`src/otp_calib_regs.svh`:
```
// Constants for the one-time-programmable calibration store
`ifndef OTP_CALIB_REGS_SVH
`define OTP_CALIB_REGS_SVH

`define SHADOW_BITS 9
`define TRIM_BITS 5
`define IDENT_BITS 3
`define TRIM_MSB 8
`define TRIM_LSB 4
`define IDENT_MSB 3
`define IDENT_LSB 1
`define SEAL_POS 0
`define SHADOW_RESET 9'h0_00
`define CAL_ENTRY_BYTE 8'h1E
`define FSET_MASK 8'hF8
`define FSET_CODE 8'h20
`define POWER_DOWN_POS 2
`define PWR_MASK 8'hF8
`define PWR_CODE 8'h08
`define CONT_POS 7
`define DATA_POS 0
`define VOP_BITS 7
`define VOP_MAX 7'h7F
`define LOAD_TIME_MS 5
`define CLK_MHZ 200
`define LOAD_CYCLES (`LOAD_TIME_MS * 1000 * `CLK_MHZ)
// Refresh run time, well inside the refresh bound
`define LOAD_RUN_CYCLES 4096
`define CELL_READ_CYCLES 2

`endif

```
`src/otp_calib_pkg.sv`:
```
// Types shared by the calibration store modules
`default_nettype none
package otp_calib_pkg;
  typedef enum logic [2:0] {
    mode_normal = 3'b001,
    mode_calib = 3'b010,
    mode_off = 3'b100
  } mode_type;
  typedef logic [8:0] shadow_type;
endpackage
`default_nettype wire

```
`src/otp_byte_if.sv`:
```
// Received byte stream from the serial front end
`default_nettype none
interface otp_byte_if;
  logic valid;
  logic [7:0] data;
  logic dc;
  logic rw;
  modport source(output valid, output data, output dc, output rw);
  modport sink(input valid, input data, input dc, input rw);
endinterface
`default_nettype wire

```
`src/otp_serial_rx.sv`:
```
// Serial byte receiver sampling the host clock and data pins
`default_nettype none
`include "otp_calib_regs.svh"
module otp_serial_rx (
  input wire logic core_clk,
  input wire logic srst,
  input wire logic sclk_pin,
  input wire logic sdin_pin,
  input wire logic dc_pin,
  input wire logic sce_n_pin,
  otp_byte_if.source rx
);
  logic [2:0] sclk_sync;
  logic [1:0] sdin_sync;
  logic [1:0] dc_sync;
  logic [1:0] sce_n_sync;
  logic [7:0] shifter;
  logic [2:0] bit_count;
  logic byte_ready;

  always_ff @(posedge core_clk) begin
    if (srst) begin
      sclk_sync <= 3'h0;
      sdin_sync <= 2'h0;
      dc_sync <= 2'h0;
      sce_n_sync <= 2'h3;
    end else begin
      sclk_sync <= {sclk_sync[1:0], sclk_pin};
      sdin_sync <= {sdin_sync[0], sdin_pin};
      dc_sync <= {dc_sync[0], dc_pin};
      sce_n_sync <= {sce_n_sync[0], sce_n_pin};
    end
  end

  wire rise = sclk_sync[1] & ~sclk_sync[2];
  wire fall = ~sclk_sync[1] & sclk_sync[2];

  always_ff @(posedge core_clk) begin
    if (srst || sce_n_sync[1]) begin
      bit_count <= 3'h0;
      shifter <= 8'h00;
      byte_ready <= 1'b0;
      rx.valid <= 1'b0;
      rx.data <= 8'h00;
      rx.dc <= 1'b0;
    end else begin
      rx.valid <= 1'b0;
      if (rise) begin
        shifter <= {shifter[6:0], sdin_sync[1]};
        bit_count <= bit_count + 3'h1;
        if (bit_count == 3'h7) begin
          byte_ready <= 1'b1;
          rx.data <= {shifter[6:0], sdin_sync[1]};
          rx.dc <= dc_sync[1];
        end
      end else if (fall && byte_ready) begin
        // Byte takes effect on the falling edge after its last bit
        byte_ready <= 1'b0;
        rx.valid <= 1'b1;
      end
    end
  end

  // Serial link has no read direction
  assign rx.rw = 1'b0;
endmodule
`default_nettype wire

```
`src/otp_calib.sv`:
```
// Shadow register, calibration mode and refresh control of the OTP store
// How it works
// - Reset enables OTP; only the disable command turns it off.
// - Power-down exit or refresh reloads shadow from cells within 5 ms.
// - In calibration mode each received command byte shifts exactly one bit.
// - Reset clears every shadow bit, seal included.
// - Calibration entry refused after reset until a refresh completes.
// - Order: trim bits 4..0, identity bits MSB first, seal last.
// - Seal set makes the entry command ignored.
// - Calibration bytes are data; a byte with D7 low exits.
// - Shift bytes come with command select low; only two bits decoded.
// - D0 is the data bit, shifted on the falling serial clock edge.
// - After disable, OTP commands ignored and fields lose effect.
// - Refresh reload runs while other instructions keep executing.
// - Power-control toggling the generator refreshes, except in power-down.
// - Shifted contents take effect at once.
// - Trim is a signed offset added with saturation.
// - Cells are reached only through the shadow register.
`default_nettype none
`include "otp_calib_regs.svh"
module otp_calib (
  input wire logic core_clk,
  input wire logic srst,
  input wire logic sclk_pin,
  input wire logic sdin_pin,
  input wire logic dc_pin,
  input wire logic sce_n_pin,
  input wire logic disable_cmd,
  input wire otp_calib_pkg::shadow_type cell_data,
  input wire logic [6:0] operating_voltage_setting,
  output otp_calib_pkg::shadow_type shadow,
  output logic cell_read_strobe,
  output logic module_maker_calibration_mode,
  output logic otp_enabled,
  output logic refresh_busy,
  output logic refresh_done,
  output logic seal_armed,
  output logic power_down_flag,
  output logic hv_power_control_bits,
  output logic [2:0] maker_identity_field,
  output logic [6:0] lcd_voltage_code
);
  import otp_calib_pkg::*;

  otp_byte_if rx_bus ();

  otp_serial_rx rx_unit (
    .core_clk(core_clk),
    .srst(srst),
    .sclk_pin(sclk_pin),
    .sdin_pin(sdin_pin),
    .dc_pin(dc_pin),
    .sce_n_pin(sce_n_pin),
    .rx(rx_bus.source)
  );

  ////////////////////////////////////////////////////////////////////////
  // Command decode

  mode_type mode;
  mode_type next_mode;
  logic [23:0] load_count;
  logic load_pending;
  logic disable_seen;

  function automatic logic is_cmd(input logic [7:0] b, input logic [7:0] mask,
                                  input logic [7:0] code);
    is_cmd = (b & mask) == code;
  endfunction

  wire cmd_byte = rx_bus.valid & ~rx_bus.dc & ~rx_bus.rw;
  wire normal_cmd = cmd_byte & (mode != mode_calib);
  wire fset_cmd = normal_cmd & is_cmd(rx_bus.data, `FSET_MASK, `FSET_CODE);
  wire pwr_cmd = normal_cmd & is_cmd(rx_bus.data, `PWR_MASK, `PWR_CODE);
  wire entry_cmd = normal_cmd & (rx_bus.data == `CAL_ENTRY_BYTE);
  wire shift_byte = cmd_byte & (mode == mode_calib);
  wire wake_cmd = fset_cmd & power_down_flag & ~rx_bus.data[`POWER_DOWN_POS];
  wire hv_toggle = pwr_cmd & (rx_bus.data[0] != hv_power_control_bits);
  wire refresh_req = hv_toggle & ~power_down_flag;
  wire load_start = (wake_cmd | refresh_req) & (mode != mode_off);

  ////////////////////////////////////////////////////////////////////////
  // Mode control

  always_comb begin
    next_mode = mode;
    case (mode)
      mode_normal: begin
        if (disable_cmd) begin
          next_mode = mode_off;
        end else if (entry_cmd && seal_armed && !shadow[`SEAL_POS]) begin
          next_mode = mode_calib;
        end
      end
      mode_calib: begin
        if (shift_byte && !rx_bus.data[`CONT_POS]) begin
          next_mode = mode_normal;
        end
      end
      mode_off: next_mode = mode_off;
      default: next_mode = mode_normal;
    endcase
  end

  always_ff @(posedge core_clk) begin
    if (srst) begin
      mode <= mode_normal;
    end else begin
      mode <= next_mode;
    end
  end

  always_ff @(posedge core_clk) begin
    if (srst) begin
      disable_seen <= 1'b0;
    end else if (mode == mode_off) begin
      disable_seen <= 1'b1;
    end
  end

  ////////////////////////////////////////////////////////////////////////
  // Power control bits

  always_ff @(posedge core_clk) begin
    if (srst) begin
      power_down_flag <= 1'b1;
      hv_power_control_bits <= 1'b0;
    end else begin
      if (fset_cmd) begin
        power_down_flag <= rx_bus.data[`POWER_DOWN_POS];
      end
      if (pwr_cmd) begin
        hv_power_control_bits <= rx_bus.data[0];
      end
    end
  end

  ////////////////////////////////////////////////////////////////////////
  // Refresh timing

  always_ff @(posedge core_clk) begin
    if (srst) begin
      load_count <= 24'h00_0000;
      load_pending <= 1'b0;
      refresh_done <= 1'b0;
      seal_armed <= 1'b0;
      cell_read_strobe <= 1'b0;
    end else begin
      refresh_done <= 1'b0;
      cell_read_strobe <= 1'b0;
      if (load_start) begin
        load_count <= 24'(`LOAD_RUN_CYCLES - 1);
        load_pending <= 1'b1;
      end else if (load_pending) begin
        if (load_count == 24'(`CELL_READ_CYCLES)) begin
          cell_read_strobe <= 1'b1;
        end
        if (load_count == 24'h00_0000) begin
          load_pending <= 1'b0;
          refresh_done <= 1'b1;
          seal_armed <= 1'b1;
        end else begin
          load_count <= load_count - 24'h00_0001;
        end
      end
    end
  end

  assign refresh_busy = load_pending;

  ////////////////////////////////////////////////////////////////////////
  // Shadow register

  always_ff @(posedge core_clk) begin
    if (srst) begin
      shadow <= `SHADOW_RESET;
    end else if (shift_byte) begin
      shadow <= {shadow[7:0], rx_bus.data[`DATA_POS]};
    end else if (load_pending && load_count == 24'h00_0000) begin
      shadow <= cell_data;
    end
  end

  ////////////////////////////////////////////////////////////////////////
  // Effect of the shadow fields

  function automatic logic [6:0] trim_add(input logic [6:0] base, input logic [4:0] trim);
    logic signed [8:0] sum;
    sum = $signed({2'b00, base}) + $signed({{4{trim[4]}}, trim});
    if (sum < 0) begin
      trim_add = 7'h00;
    end else if (sum > $signed({2'b00, `VOP_MAX})) begin
      trim_add = `VOP_MAX;
    end else begin
      trim_add = sum[6:0];
    end
  endfunction

  wire fields_live = ~disable_seen & (mode != mode_off);

  always_ff @(posedge core_clk) begin
    if (srst) begin
      lcd_voltage_code <= 7'h00;
      maker_identity_field <= 3'h0;
    end else if (fields_live) begin
      lcd_voltage_code <= trim_add(operating_voltage_setting,
                                   shadow[`TRIM_MSB:`TRIM_LSB]);
      maker_identity_field <= shadow[`IDENT_MSB:`IDENT_LSB];
    end else begin
      lcd_voltage_code <= operating_voltage_setting;
      maker_identity_field <= 3'h0;
    end
  end

  assign module_maker_calibration_mode = (mode == mode_calib);
  assign otp_enabled = (mode != mode_off);
endmodule
`default_nettype wire

```
`config.mk`:
```
export PLATFORM = sky130hd
export DESIGN_NAME = otp_calib
export DESIGN_NICKNAME = d
export VERILOG_FILES = /design/src/otp_calib_pkg.sv /design/src/otp_byte_if.sv /design/src/otp_serial_rx.sv /design/src/otp_calib.sv
export VERILOG_INCLUDE_DIRS = /design/src
export SDC_FILE = /design/constraint.sdc
export NUM_CORES = 1
export LEC_CHECK = 0
export ABC_AREA = 1
export BUFFER_PORTS_ARGS = -buffer_cell sky130_fd_sc_hd__buf_2
export CORE_UTILIZATION = 59
export DETAILED_ROUTE_END_ITERATION = 8
export GPL_TIMING_DRIVEN = 0
export PLACE_DENSITY_LB_ADDON = 0.3
export SLEW_MARGIN = 20
export SYNTH_ARGS = -nofsm -noshare
export SYNTH_HDL_FRONTEND = slang
export SYNTH_HIERARCHICAL = 1
export SYNTH_SLANG_ARGS = --single-unit
```
`constraint.sdc`:
```
create_clock -name core_clk -period 2.15 [get_ports core_clk]
set_input_delay 0.1075 -clock core_clk [delete_from_list [all_inputs] [get_ports core_clk]]
set_output_delay 0.1075 -clock core_clk [all_outputs]
set_load 0.005 [all_outputs]
```
After elaboration in Yosys (flattened, before gate mapping):

Cells that the tools add are included.

* logic and storage cells: 111
* output and inout port bits: 27
* register bits: 83
* bits of input ports: 23

* equal/unequal tests: 15
* order comparisons: 2
* bitwise logic cells: 25
* multiplexer cells: 21
* add/sub/neg operators: 3
* reduce and logical (&&, ||, !) cells: 22

Operators by type and width (count)
* 12-bit two-way mux: 3
* 24-bit by 2-bit == test with 1-bit output (second input constant): 1
* 24-bit logical NOT: 1
* 24-bit by 1-bit subtractor with 24-bit output (second input constant): 1
* 7-bit two-way mux: 3
* 9-bit two-way mux: 2
* 1-bit AND: 14
* 1-bit NOT: 10
* 2-bit AND reduction: 5
* 8-bit by 5-bit adder with 9-bit output: 1
* 9-bit by 8-bit > comparator with 1-bit output (second input constant): 1
* 9-bit by 1-bit < comparator with 1-bit output (second input constant): 1
* 1-bit two-way mux: 9
* 3-bit two-way mux: 3
* 3-bit case mux with 3 select lines: 1
* 8-bit by 5-bit == test with 1-bit output (second input constant): 1
* 3-bit == test (second input constant): 2
* 3-bit inequality test (second input constant): 2
* 2-bit nonzero test: 3
* 2-bit OR reduction: 3
* 5-bit by 1-bit == test with 1-bit output (second input constant): 1
* 5-bit by 3-bit == test with 1-bit output (second input constant): 1
* 1-bit logical AND: 5
* 2-bit inequality test (second input constant): 2
* other kinds (11): 12

Depth between registers and ports, before layout:

Gate-level depths: netlist of run 1.

* depth in word-level cells: 10
* depth in mapped cells: 14
* gate-level depth less buffers: 14

Hierarchy:

Netlist of run 1, hierarchy kept.

Modules (own cells, without submodules)
* otp_calib: sequential area each 1061.0 µm², cells each 504, instances 1, area an instance 3211.8 µm²
* otp_serial_rx: sequential area each 600.6 µm², cells each 150, instances 1, area an instance 1232.4 µm²

Worst setup path before layout of run 1:

No wires, ideal clock.

* path kind: flip-flop to flip-flop
* from: register shadow[4]
* to: register lcd_voltage_code[0]
* buffers on the path: 0
* data arrival time: 1868 ps
* slack: 223 ps
* clock period less this slack: 1927 ps
* library setup time: 59 ps
* required time: 2091 ps
* cell stages (with the launch flop): 13
* path through: dfxtp_1 > ha_1 > inv_1 > fa_1 > inv_1 > nand2_1 > nand2_1 > nand4_1 > nand2_1 > nand2_1 > a21oi_1 > o21ai_0 > nand2_1

* longest elaborated chain between the ends: 5
* elaborated cells on any way between the ends: 6
* those cells by class: add/sub (1); order compare (2); mux (3)

Ends and longest elaborated chain
* from (decl): line otp_calib.sv:31 `output otp_calib_pkg::shadow_type shadow,`
* from (signal assigned): line otp_calib.sv:176 `` shadow <= `SHADOW_RESET; ``
* from (signal assigned): line otp_calib.sv:178 `` shadow <= {shadow[7:0], rx_bus.data[`DATA_POS]}; ``
* from (signal assigned): line otp_calib.sv:180 `shadow <= cell_data;`
* 8-bit by 5-bit adder with 9-bit output *: line otp_calib.sv:189 `sum = $signed({2'b00, base}) + $signed({{4{trim[4]}}, trim});`
* 9-bit by 8-bit > comparator with 1-bit output: line otp_calib.sv:192 `` end else if (sum > $signed({2'b00, `VOP_MAX})) begin ``
* 7-bit two-way mux: line otp_calib.sv:192
* 7-bit two-way mux *: line otp_calib.sv:190 `if (sum < 0) begin`
* 7-bit two-way mux *: line otp_calib.sv:205 `end else if (fields_live) begin`
* to (signal assigned): line otp_calib.sv:206 `lcd_voltage_code <= trim_add(operating_voltage_setting,`
* to (signal assigned): line otp_calib.sv:210 `lcd_voltage_code <= operating_voltage_setting;`
* to (decl): line otp_calib.sv:41 `output logic [6:0] lcd_voltage_code`

Mark *: on every way between the ends. The rest lies on a longest branch, timed or not.
A chain may end at the register's enable or synchronous reset.

Worst setup path after layout of run 1:

* from: input port operating_voltage_setting[0]
* to: register lcd_voltage_code[0]

* longest elaborated chain between the ends: 5
* elaborated cells on any way between the ends: 6
* those cells by class: add/sub (1); order compare (2); mux (3)

Ends and longest elaborated chain
* from (decl): line otp_calib.sv:30 `input wire logic [6:0] operating_voltage_setting,`
* 8-bit by 5-bit adder with 9-bit output: line otp_calib.sv:189
* 9-bit by 8-bit > comparator with 1-bit output: line otp_calib.sv:192
* 7-bit two-way mux: line otp_calib.sv:192
* 7-bit two-way mux: line otp_calib.sv:190
* 7-bit two-way mux *: line otp_calib.sv:205

Marks and branches as above.

==> flow_metrics.tcl, run 1 <==
set metrics [dict create \
    status "complete, no violations" \
    max_slew.worst_pin.slew_ps 571 \
    detail_route.wirelength_um 9460 \
    cts_inserted_buffers 9 \
    finalMaxSlewViolations 0 \
    relative_area_change_from_synthesis_to_final_layout_pct 16.0 \
    clkSlewWorstSetupHoldPaths_ps 100 \
    synth-edff-count 0 \
    fin_cells 830 \
    worst_ep_required_time_ps 2460 \
    ys_seq_area_share_pct 37.4 \
    design_area_mm2 0.00516 \
    critical_path_class "in -> reg" \
    std_cell_rows 31 \
    synth_top_cell_by_area "sky130_fd_sc_hd__dfxtp_1" \
    final_min_period_over_clock_period_pct 92.9 \
    tritoncts_num_sinks 83 \
    worst-path-max-fanout 7 \
    synth-async-reset-ratio_pct 0 \
    synth-main-ff-cell "sky130_fd_sc_hd__dfxtp_1" \
    maxCapViolCount 0 \
    timing.final.hold_violations 0 \
    number_of_antenna_violations_at_the_first_check_in_global_routing 0 \
    worst_skew_pair.late_latency_ps 360 \
    synthesis.nets 690 \
    dieArea_mm2 0.00788 \
    drt_iter0_drc 257 \
    total_of_flip_flops_plus_latches_after_synthesis 83 \
    mappedNetlistArea_mm2 0.00444 \
    placeableCoreArea_mm2 0.00725 \
    port_buffers 49 \
    synth-warning-count 6 \
    drt-wirelength-per-cell_um 11.4 \
    die_w_um 88.8 \
    rr_worst_depth 12 \
    total_via_count_in_the_routed_design 4200 \
    global_route.usage.total_pct 25.7 \
    via_count_of_the_first_global_routing_pass 3793 \
    post_cts.repair.setup_buffers 0 \
    leakage_nw 2.52 \
    gp_congestion 0.894 \
    endpoint_kind "register" \
    dp.cells 802 \
    finalSetupViolations 0 \
    clock_tree.root_cell "sky130_fd_sc_hd__clkbuf_8" \
    power_density_mw_per_mm2 567 \
    worst_slew_margin_rel_pct 61.8 \
    grt_setup_unrepaired "false" \
    final.setup_skew_ps 10.0 \
    first_pass_grt_wire_length_um 15800 \
    max_clock_freq_mhz 501 \
    critical_path_arrival_ps 2300 \
    die-height_um 88.8 \
    clockPowerShare_pct 38.7 \
    min_to "shadow[7]$_SDFFE_PP0P_" \
    drtPass1Iterations 5 \
    min-delay-start "cell_data[7]" \
    dp_hpwl_um 7000 \
    hold_critical_path_depth 5 \
    global_route.overflow_total 0 \
    p_switching_w 0.000799 \
    min_path_type "in -> reg" \
    synth_cells 654 \
    maximum_number_of_pins_on_one_net_before_global_route_repair 19 \
    reg2reg_slack_ps 170 \
    cts.htree.levels 3 \
    synth_area_per_cell_um2 6.80 \
    power.switching_fraction_pct 27.3 \
    synth.distinct_cells 37 \
    post_route_drc_violation_count 0 \
    drt.antenna.violating_nets 0 \
    sequentialPowerShare_pct 54.2 \
    num_antenna_cells 0 \
    final_layout_size_suffix_gt1_share_pct 17.6 \
    ir_drop_mv 0.348 \
    clk_path_buf_depth 2 \
    internal_power_w 0.00212 \
    place_area_mm2 0.00481 \
    critical_path.startpoint_type "input port" \
    synth_area_leaders "sky130_fd_sc_hd__dfxtp_1 (37%), sky130_fd_sc_hd__nand2_1 (15%), sky130_fd_sc_hd__nor2_1 (7.9%)" \
    worstReg2RegEnd "lcd_voltage_code[0]$_SDFF_PP0_" \
    layout_min_cycle_time_ps 2000 \
    detail_route.vias_per_cell 5.06 \
    number_of_i_o_pins 50 \
    power.share.combinational_pct 7.1 \
    yosysTopAreaCellShare_pct 37.4 \
    floorplan.initialDensity_pct 61.3 \
    worstReg2RegStart "shadow[4]$_SDFFE_PP0P_" \
    layout.nets 762 \
    clock_tree_from_tritoncts "built" \
]
power by group through the flow:
stage	logic (W)	registers [W]	clock network [W]
CTS	0.000203	0.00158	0.00116
floorplan	0.000119	0.00162	0
finish	0.000208	0.00158	0.00113
detailed placement	0.000184	0.00162	0
global route	0.000236	0.00159	0.00122
global placement	0.000178	0.00162	0
flip-flops by register name, indices dropped and copies added, names as in the netlist, 2 cells and up:
name and flops:
load_count 24, shadow 9, rx_unit/rx.data 8, lcd_voltage_code 7, rx_unit/shifter 7, maker_identity_field 3
mode 3, rx_unit/bit_count 3, rx_unit/sclk_sync 3, rx_unit/dc_sync 2, rx_unit/sce_n_sync 2, rx_unit/sdin_sync 2
how the worst max path moves through the flow:
stage	from	slack, ps	to
floorplan	shadow[4]$_SDFFE_PP0P_	220	lcd_voltage_code[0]$_SDFF_PP0_
global placement	shadow[4]$_SDFFE_PP0P_	-80	lcd_voltage_code[0]$_SDFF_PP0_
detailed placement	shadow[4]$_SDFFE_PP0P_	-210	lcd_voltage_code[0]$_SDFF_PP0_
CTS	shadow[4]$_SDFFE_PP0P_	40	lcd_voltage_code[1]$_SDFF_PP0_
global route	load_count[0]$_SDFFE_PP0P_	20	shadow[4]$_SDFFE_PP0P_
finish	operating_voltage_setting[0]	150	lcd_voltage_code[0]$_SDFF_PP0_
final cells by class:
type | instances | area (um2)
fillers | 624 | 2100
flip-flops and latches | 83 | 1660
repair buffers | 61 | 365
well taps | 99 | 124
clock buffers | 9 | 124
clock inverters | 7 | 76.3
multi-input cells | 466 | 2330
inverters | 84 | 320
plain buffers | 21 | 159
cell usage after synthesis (all sizes together) (2+ instances only):
| cell type | count |
|---|---|
| xor2 | 6 |
| xnor2 | 12 |
| nor3 | 14 |
| nand3 | 41 |
| nand3b | 3 |
| or2 | 2 |
| buf | 17 |
| nand2 | 189 |
| clkbuf | 4 |
| a21oi | 26 |
| nand4 | 14 |
| ha | 12 |
| nor2 | 112 |
| inv | 84 |
| o21ai | 28 |
| dfxtp | 83 |
logic make-up after synthesis:
group | share of synthesized area (%)
xor+xnor | 3.55
other cells | 0.0844
flops | 37.4
simple gates | 37.6
fa+ha+maj | 3.83
compound gates | 6.78
buf+inv | 10.8
metal layers:
metal | up-vias | routed length (um) | track usage, %
li1 | 2180 | - | -
met1 | 1903 | 4240 | 30.1
met2 | 98 | 4690 | 46.9
met3 | 19 | 343 | 4.20
met4 | 0 | 188 | 9.68
met5 | - | 0 | 0
cell usage in the layout (no fill, tap or decap), drive strengths merged, types with 2 or more instances in the layout:
cell type      n
nand3         41
dlygate4sd3   12
or2            2
buf           66
a21oi         26
clkbuf        13
nand2        189
nor2         112
inv           90
xor2           6
xnor2         12
dfxtp         83
o21ai         28
nand4         14
nand3b         3
nor3          14
ha            12
timing repair:
action                     CTS  global route
hold endpoints to repair    12             0
pin swaps                    0             1
hold buffers                12             0
gates resized for setup      2             7
setup endpoints to repair    7            12
stage by stage:
step | utilization, % | hold slack [ps] | total power, W | setup slack [ps] | TNS, ps
2_1_floorplan | - | 211 | 0.00174 | 223 | 0
3_3_place_gp | 66.4 | 293 | 0.00180 | -79.2 | -79.2
3_5_place_dp | 66.4 | 294 | 0.00180 | -210 | -889
4_1_cts | 70.9 | 57.4 | 0.00295 | 35.6 | 0
5_1_grt | 71.1 | 101 | 0.00304 | 20.2 | 0
6_report | 71.1 | 77.1 | 0.00292 | 153 | 0
critical path: stages:
cell,delay [ps]
sky130_fd_sc_hd__dlygate4sd3_1,530
sky130_fd_sc_hd__buf_2,120
sky130_fd_sc_hd__ha_1,180
sky130_fd_sc_hd__inv_1,60
sky130_fd_sc_hd__fa_2,350
sky130_fd_sc_hd__inv_1,70
sky130_fd_sc_hd__nand2_1,50
sky130_fd_sc_hd__nand2_1,110
sky130_fd_sc_hd__nand4_1,120
sky130_fd_sc_hd__nand2_1,80
sky130_fd_sc_hd__nand2_1,100
sky130_fd_sc_hd__a21oi_4,280
sky130_fd_sc_hd__o21ai_2,90
sky130_fd_sc_hd__nand2_1,60
No activity file was read; power rests on OpenSTA's default activity.
==> run 2: changes to the inputs <==
--- a/config.mk
+++ b/config.mk
@@ -15,5 +15,4 @@
 export SLEW_MARGIN = 20
 export SYNTH_ARGS = -nofsm -noshare
 export SYNTH_HDL_FRONTEND = slang
-export SYNTH_HIERARCHICAL = 1
 export SYNTH_SLANG_ARGS = --single-unit
==> run 2 against run 1 <==
Against the previous run: maximum frequency down 0.68%; register-to-register slack worse by 30 ps; global-route usage up 1.8 points; highest routed layer unchanged; sequential share of layout area up 0.57 points; die area down 1.3%; clock power about the same.
==> flow_metrics.tcl, run 2 <==
set metrics [dict create \
    synth_top_cell_by_area "sky130_fd_sc_hd__dfxtp_1" \
    worst_slew_margin_rel_pct 67.0 \
    std_cell_rows 31 \
    final_common_cell "sky130_fd_sc_hd__nand2_1" \
    gp_congestion 0.908 \
    final_min_period_over_clock_period_pct 93.5 \
    detail_route.vias_per_cell 5.07 \
    worstReg2RegEnd "lcd_voltage_code[2]$_SDFF_PP0_" \
    synth-main-ff-cell "sky130_fd_sc_hd__dfxtp_1" \
    critPathMaxStageDelay_ps 390 \
    synth.distinct_cells 37 \
    critical_path_class "reg -> reg" \
    max_slew.worst_pin.slew_ps 493 \
    fin_cells 822 \
    worst_skew_pair.late_latency_ps 360 \
    port_buffers 49 \
    critical_path_arrival_ps 2270 \
    fin_worst_hold_slack_ps 33.8 \
    power_density_mw_per_mm2 571 \
    min-delay-start "disable_cmd" \
    clkSlewWorstSetupHoldPaths_ps 90 \
    cell_chain_of_the_critical_path "ha_1 > inv_1 > fa_1 > inv_1 > nand2_1 > nand2_1 > nand3_1 > nand3_1 > nand2_1 > nand2_2 > nand2_1 > nand2_1 > nand2_1" \
    detail_route.wirelength_um 10100 \
    layout_min_cycle_time_ps 2010 \
    post_route_drc_violation_count 0 \
    synth-async-reset-ratio_pct 0 \
    via_count_of_the_first_global_routing_pass 3831 \
    number_of_antenna_violations_at_the_first_check_in_global_routing 0 \
    timing.final.hold_violations 0 \
    critical_path.startpoint_type "register" \
    min_to "mode[2]$_SDFFE_PP0P_" \
    hold_critical_path_depth 3 \
    total_via_count_in_the_routed_design 4165 \
    global_route.overflow_total 0 \
    clock_tree_from_tritoncts "built" \
    reg2reg_slack_ps 140 \
    worst_ep_required_time_ps 2410 \
    top_register "load_count" \
    p_switching_w 0.000773 \
    synth_area_leaders "sky130_fd_sc_hd__dfxtp_1 (38%), sky130_fd_sc_hd__nand2_1 (16%), sky130_fd_sc_hd__nor2_1 (7.4%)" \
    mappedNetlistArea_mm2 0.00439 \
    post_synth_most_frequent_cells "sky130_fd_sc_hd__nand2_1 (184), sky130_fd_sc_hd__nor2_1 (86), sky130_fd_sc_hd__dfxtp_1 (83)" \
    drtPass1Iterations 5 \
    relative_area_change_from_synthesis_to_final_layout_pct 15.5 \
    cts_inserted_buffers 9 \
    total_of_flip_flops_plus_latches_after_synthesis 83 \
    worst-path-max-fanout 6 \
    global_route.usage.total_pct 27.6 \
    finalSetupViolations 0 \
    number_of_i_o_pins 50 \
    dieArea_mm2 0.00778 \
    synth_cells 647 \
    drt.antenna.violating_nets 0 \
    crit_slowest_cell "sky130_fd_sc_hd__fa_1" \
    mostFrequentLayoutCells "sky130_fd_sc_hd__nand2_1 (183), sky130_fd_sc_hd__nor2_1 (86), sky130_fd_sc_hd__dfxtp_1 (82)" \
    max_clock_freq_mhz 497 \
    clock_tree.root_cell "sky130_fd_sc_hd__clkbuf_8" \
    synth-warning-count 0 \
    rr_worst_depth 13 \
    placeableCoreArea_mm2 0.00721 \
    endpoint_kind "register" \
    maximum_number_of_pins_on_one_net_before_global_route_repair 17 \
    clk_path_buf_depth 2 \
    top_count_cell_post_synth "sky130_fd_sc_hd__nand2_1" \
    min_path_type "in -> reg" \
    num_antenna_cells 0 \
    status "complete, no violations" \
    die_w_um 88.2 \
    drt-wirelength-per-cell_um 12.3 \
    ir_drop_mv 0.505 \
    first_pass_grt_wire_length_um 16600 \
    leakage_nw 2.52 \
    power.switching_fraction_pct 26.7 \
    synth_area_per_cell_um2 6.78 \
    flip_flop_count_of_the_largest_register_after_layout 24 \
    dp.cells 795 \
    internal_power_w 0.00212 \
    worst_path_most_repeated_cell "sky130_fd_sc_hd__nand2_1" \
    power.share.combinational_pct 6.5 \
    drt_iter0_drc 158 \
    die-height_um 88.2 \
    clockPowerShare_pct 38.9 \
    final.setup_skew_ps 7.38 \
    maxCapViolCount 0 \
    worstReg2RegStart "shadow[4]$_SDFFE_PP0P_" \
    synthesis.nets 683 \
    final_layout_size_suffix_gt1_share_pct 16.5 \
    top_regs "load_count x24, shadow x9, rx_unit.rx.data x8" \
    layout.nets 754 \
    sequentialPowerShare_pct 54.6 \
    finalMaxSlewViolations 0 \
    ys_seq_area_share_pct 37.9 \
    tritoncts_num_sinks 83 \
    synth-edff-count 0 \
    floorplan.initialDensity_pct 60.8 \
    yosysTopAreaCellShare_pct 37.9 \
    p_total_w 0.00289 \
    cts.htree.levels 3 \
    nFillCells 620 \
    dp_hpwl_um 7470 \
]
[run 2: changes by cell type after synthesis, moves of 7 or more]
cell	before	now
sky130_fd_sc_hd__nor2_2	14	7
sky130_fd_sc_hd__nand2_1	176	184
sky130_fd_sc_hd__xnor2_1	12	4
sky130_fd_sc_hd__nand4_1	14	22
sky130_fd_sc_hd__nor2_1	94	86
sky130_fd_sc_hd__a21oi_2	0	10
[run 2: how the worst max path moves through the flow]
stage | from | to | depth (start not counted)
final | shadow[4]$_SDFFE_PP0P_ | lcd_voltage_code[2]$_SDFF_PP0_ | 13
after global placement | shadow[4]$_SDFFE_PP0P_ | lcd_voltage_code[0]$_SDFF_PP0_ | 12
after CTS | shadow[4]$_SDFFE_PP0P_ | lcd_voltage_code[4]$_SDFF_PP0_ | 12
after detailed placement | shadow[4]$_SDFFE_PP0P_ | lcd_voltage_code[0]$_SDFF_PP0_ | 12
after global routing | operating_voltage_setting[0] | lcd_voltage_code[2]$_SDFF_PP0_ | 15
after floorplan | shadow[4]$_SDFFE_PP0P_ | lcd_voltage_code[0]$_SDFF_PP0_ | 12
[run 2: cell families (layout without fill, tap and decap cells)]
logic type	Yosys count	in the layout	share of synthesized area [%]
AOI/OAI and AO/OA	70	70	9.19
DFF	83	83	37.9
and+or+nand+nor	373	373	37.8
xor gates and xnor gates	7	7	1.40
buffers and inverters	101	177	9.81
adders and majority gates	13	13	3.88
[run 2: power groups by stage]
stage               Sequential (W)  Combinational (W)  Clock (W)
global placement           0.00161           0.000164          0
finish                     0.00158           0.000188    0.00112
global route               0.00158           0.000210    0.00120
CTS                        0.00158           0.000186    0.00115
detailed placement         0.00162           0.000170          0
floorplan                  0.00162           0.000103          0
[run 2: critical path: cells and delay by family (launching register included)]
kind          cells  cell delay, ps
buf+inv           2             130
simple gates      9             830
flops             1             370
fa+ha+maj         2             570
[run 2: per-layer routing]
metal | GRT usage (%) | up-vias | wire (um)
met5 | 0 | - | 0
met4 | 9.24 | 0 | 148
met3 | 4.76 | 12 | 344
met1 | 32.4 | 1873 | 4530
met2 | 50.6 | 81 | 5110
li1 | - | 2199 | -
[run 2: area by class of cell]
| cell class | instances | area (um2) | share of cell area [%] |
|---|---|---|---|
| plain buffers | 18 | 119 | 2.35 |
| clock buffers | 10 | 138 | 2.72 |
| clock inverters | 6 | 53.8 | 1.06 |
| inverters | 83 | 312 | 6.15 |
| multi-input cells | 463 | 2300 | 45.5 |
| flip-flops and latches | 83 | 1660 | 32.8 |
| well taps | 99 | 124 | 2.44 |
| repair buffers | 60 | 355 | 7.01 |
[run 2: per-stage QoR]
| stage | utilization (%) | instance area [um2] | setup slack [ps] | TNS, ps |
|---|---|---|---|---|
| 3_5_place_dp | 65.9 | 4750 | 91.5 | 0 |
| 3_3_place_gp | 65.9 | 4750 | 123 | 0 |
| 6_report | 70.2 | 5070 | 139 | 0 |
| 4_1_cts | 70.1 | 5060 | 70.2 | 0 |
| 5_1_grt | 70.2 | 5070 | -0.0142 | -0.0142 |
| 2_1_floorplan | - | 4390 | 369 | 0 |
[run 2: repair_timing]
action                     4_1_cts  5_1_grt
setup buffers                    0        0
hold buffers                    11        0
hold endpoints to repair        11        0
resized for setup                0        3
setup endpoints to repair        0        7
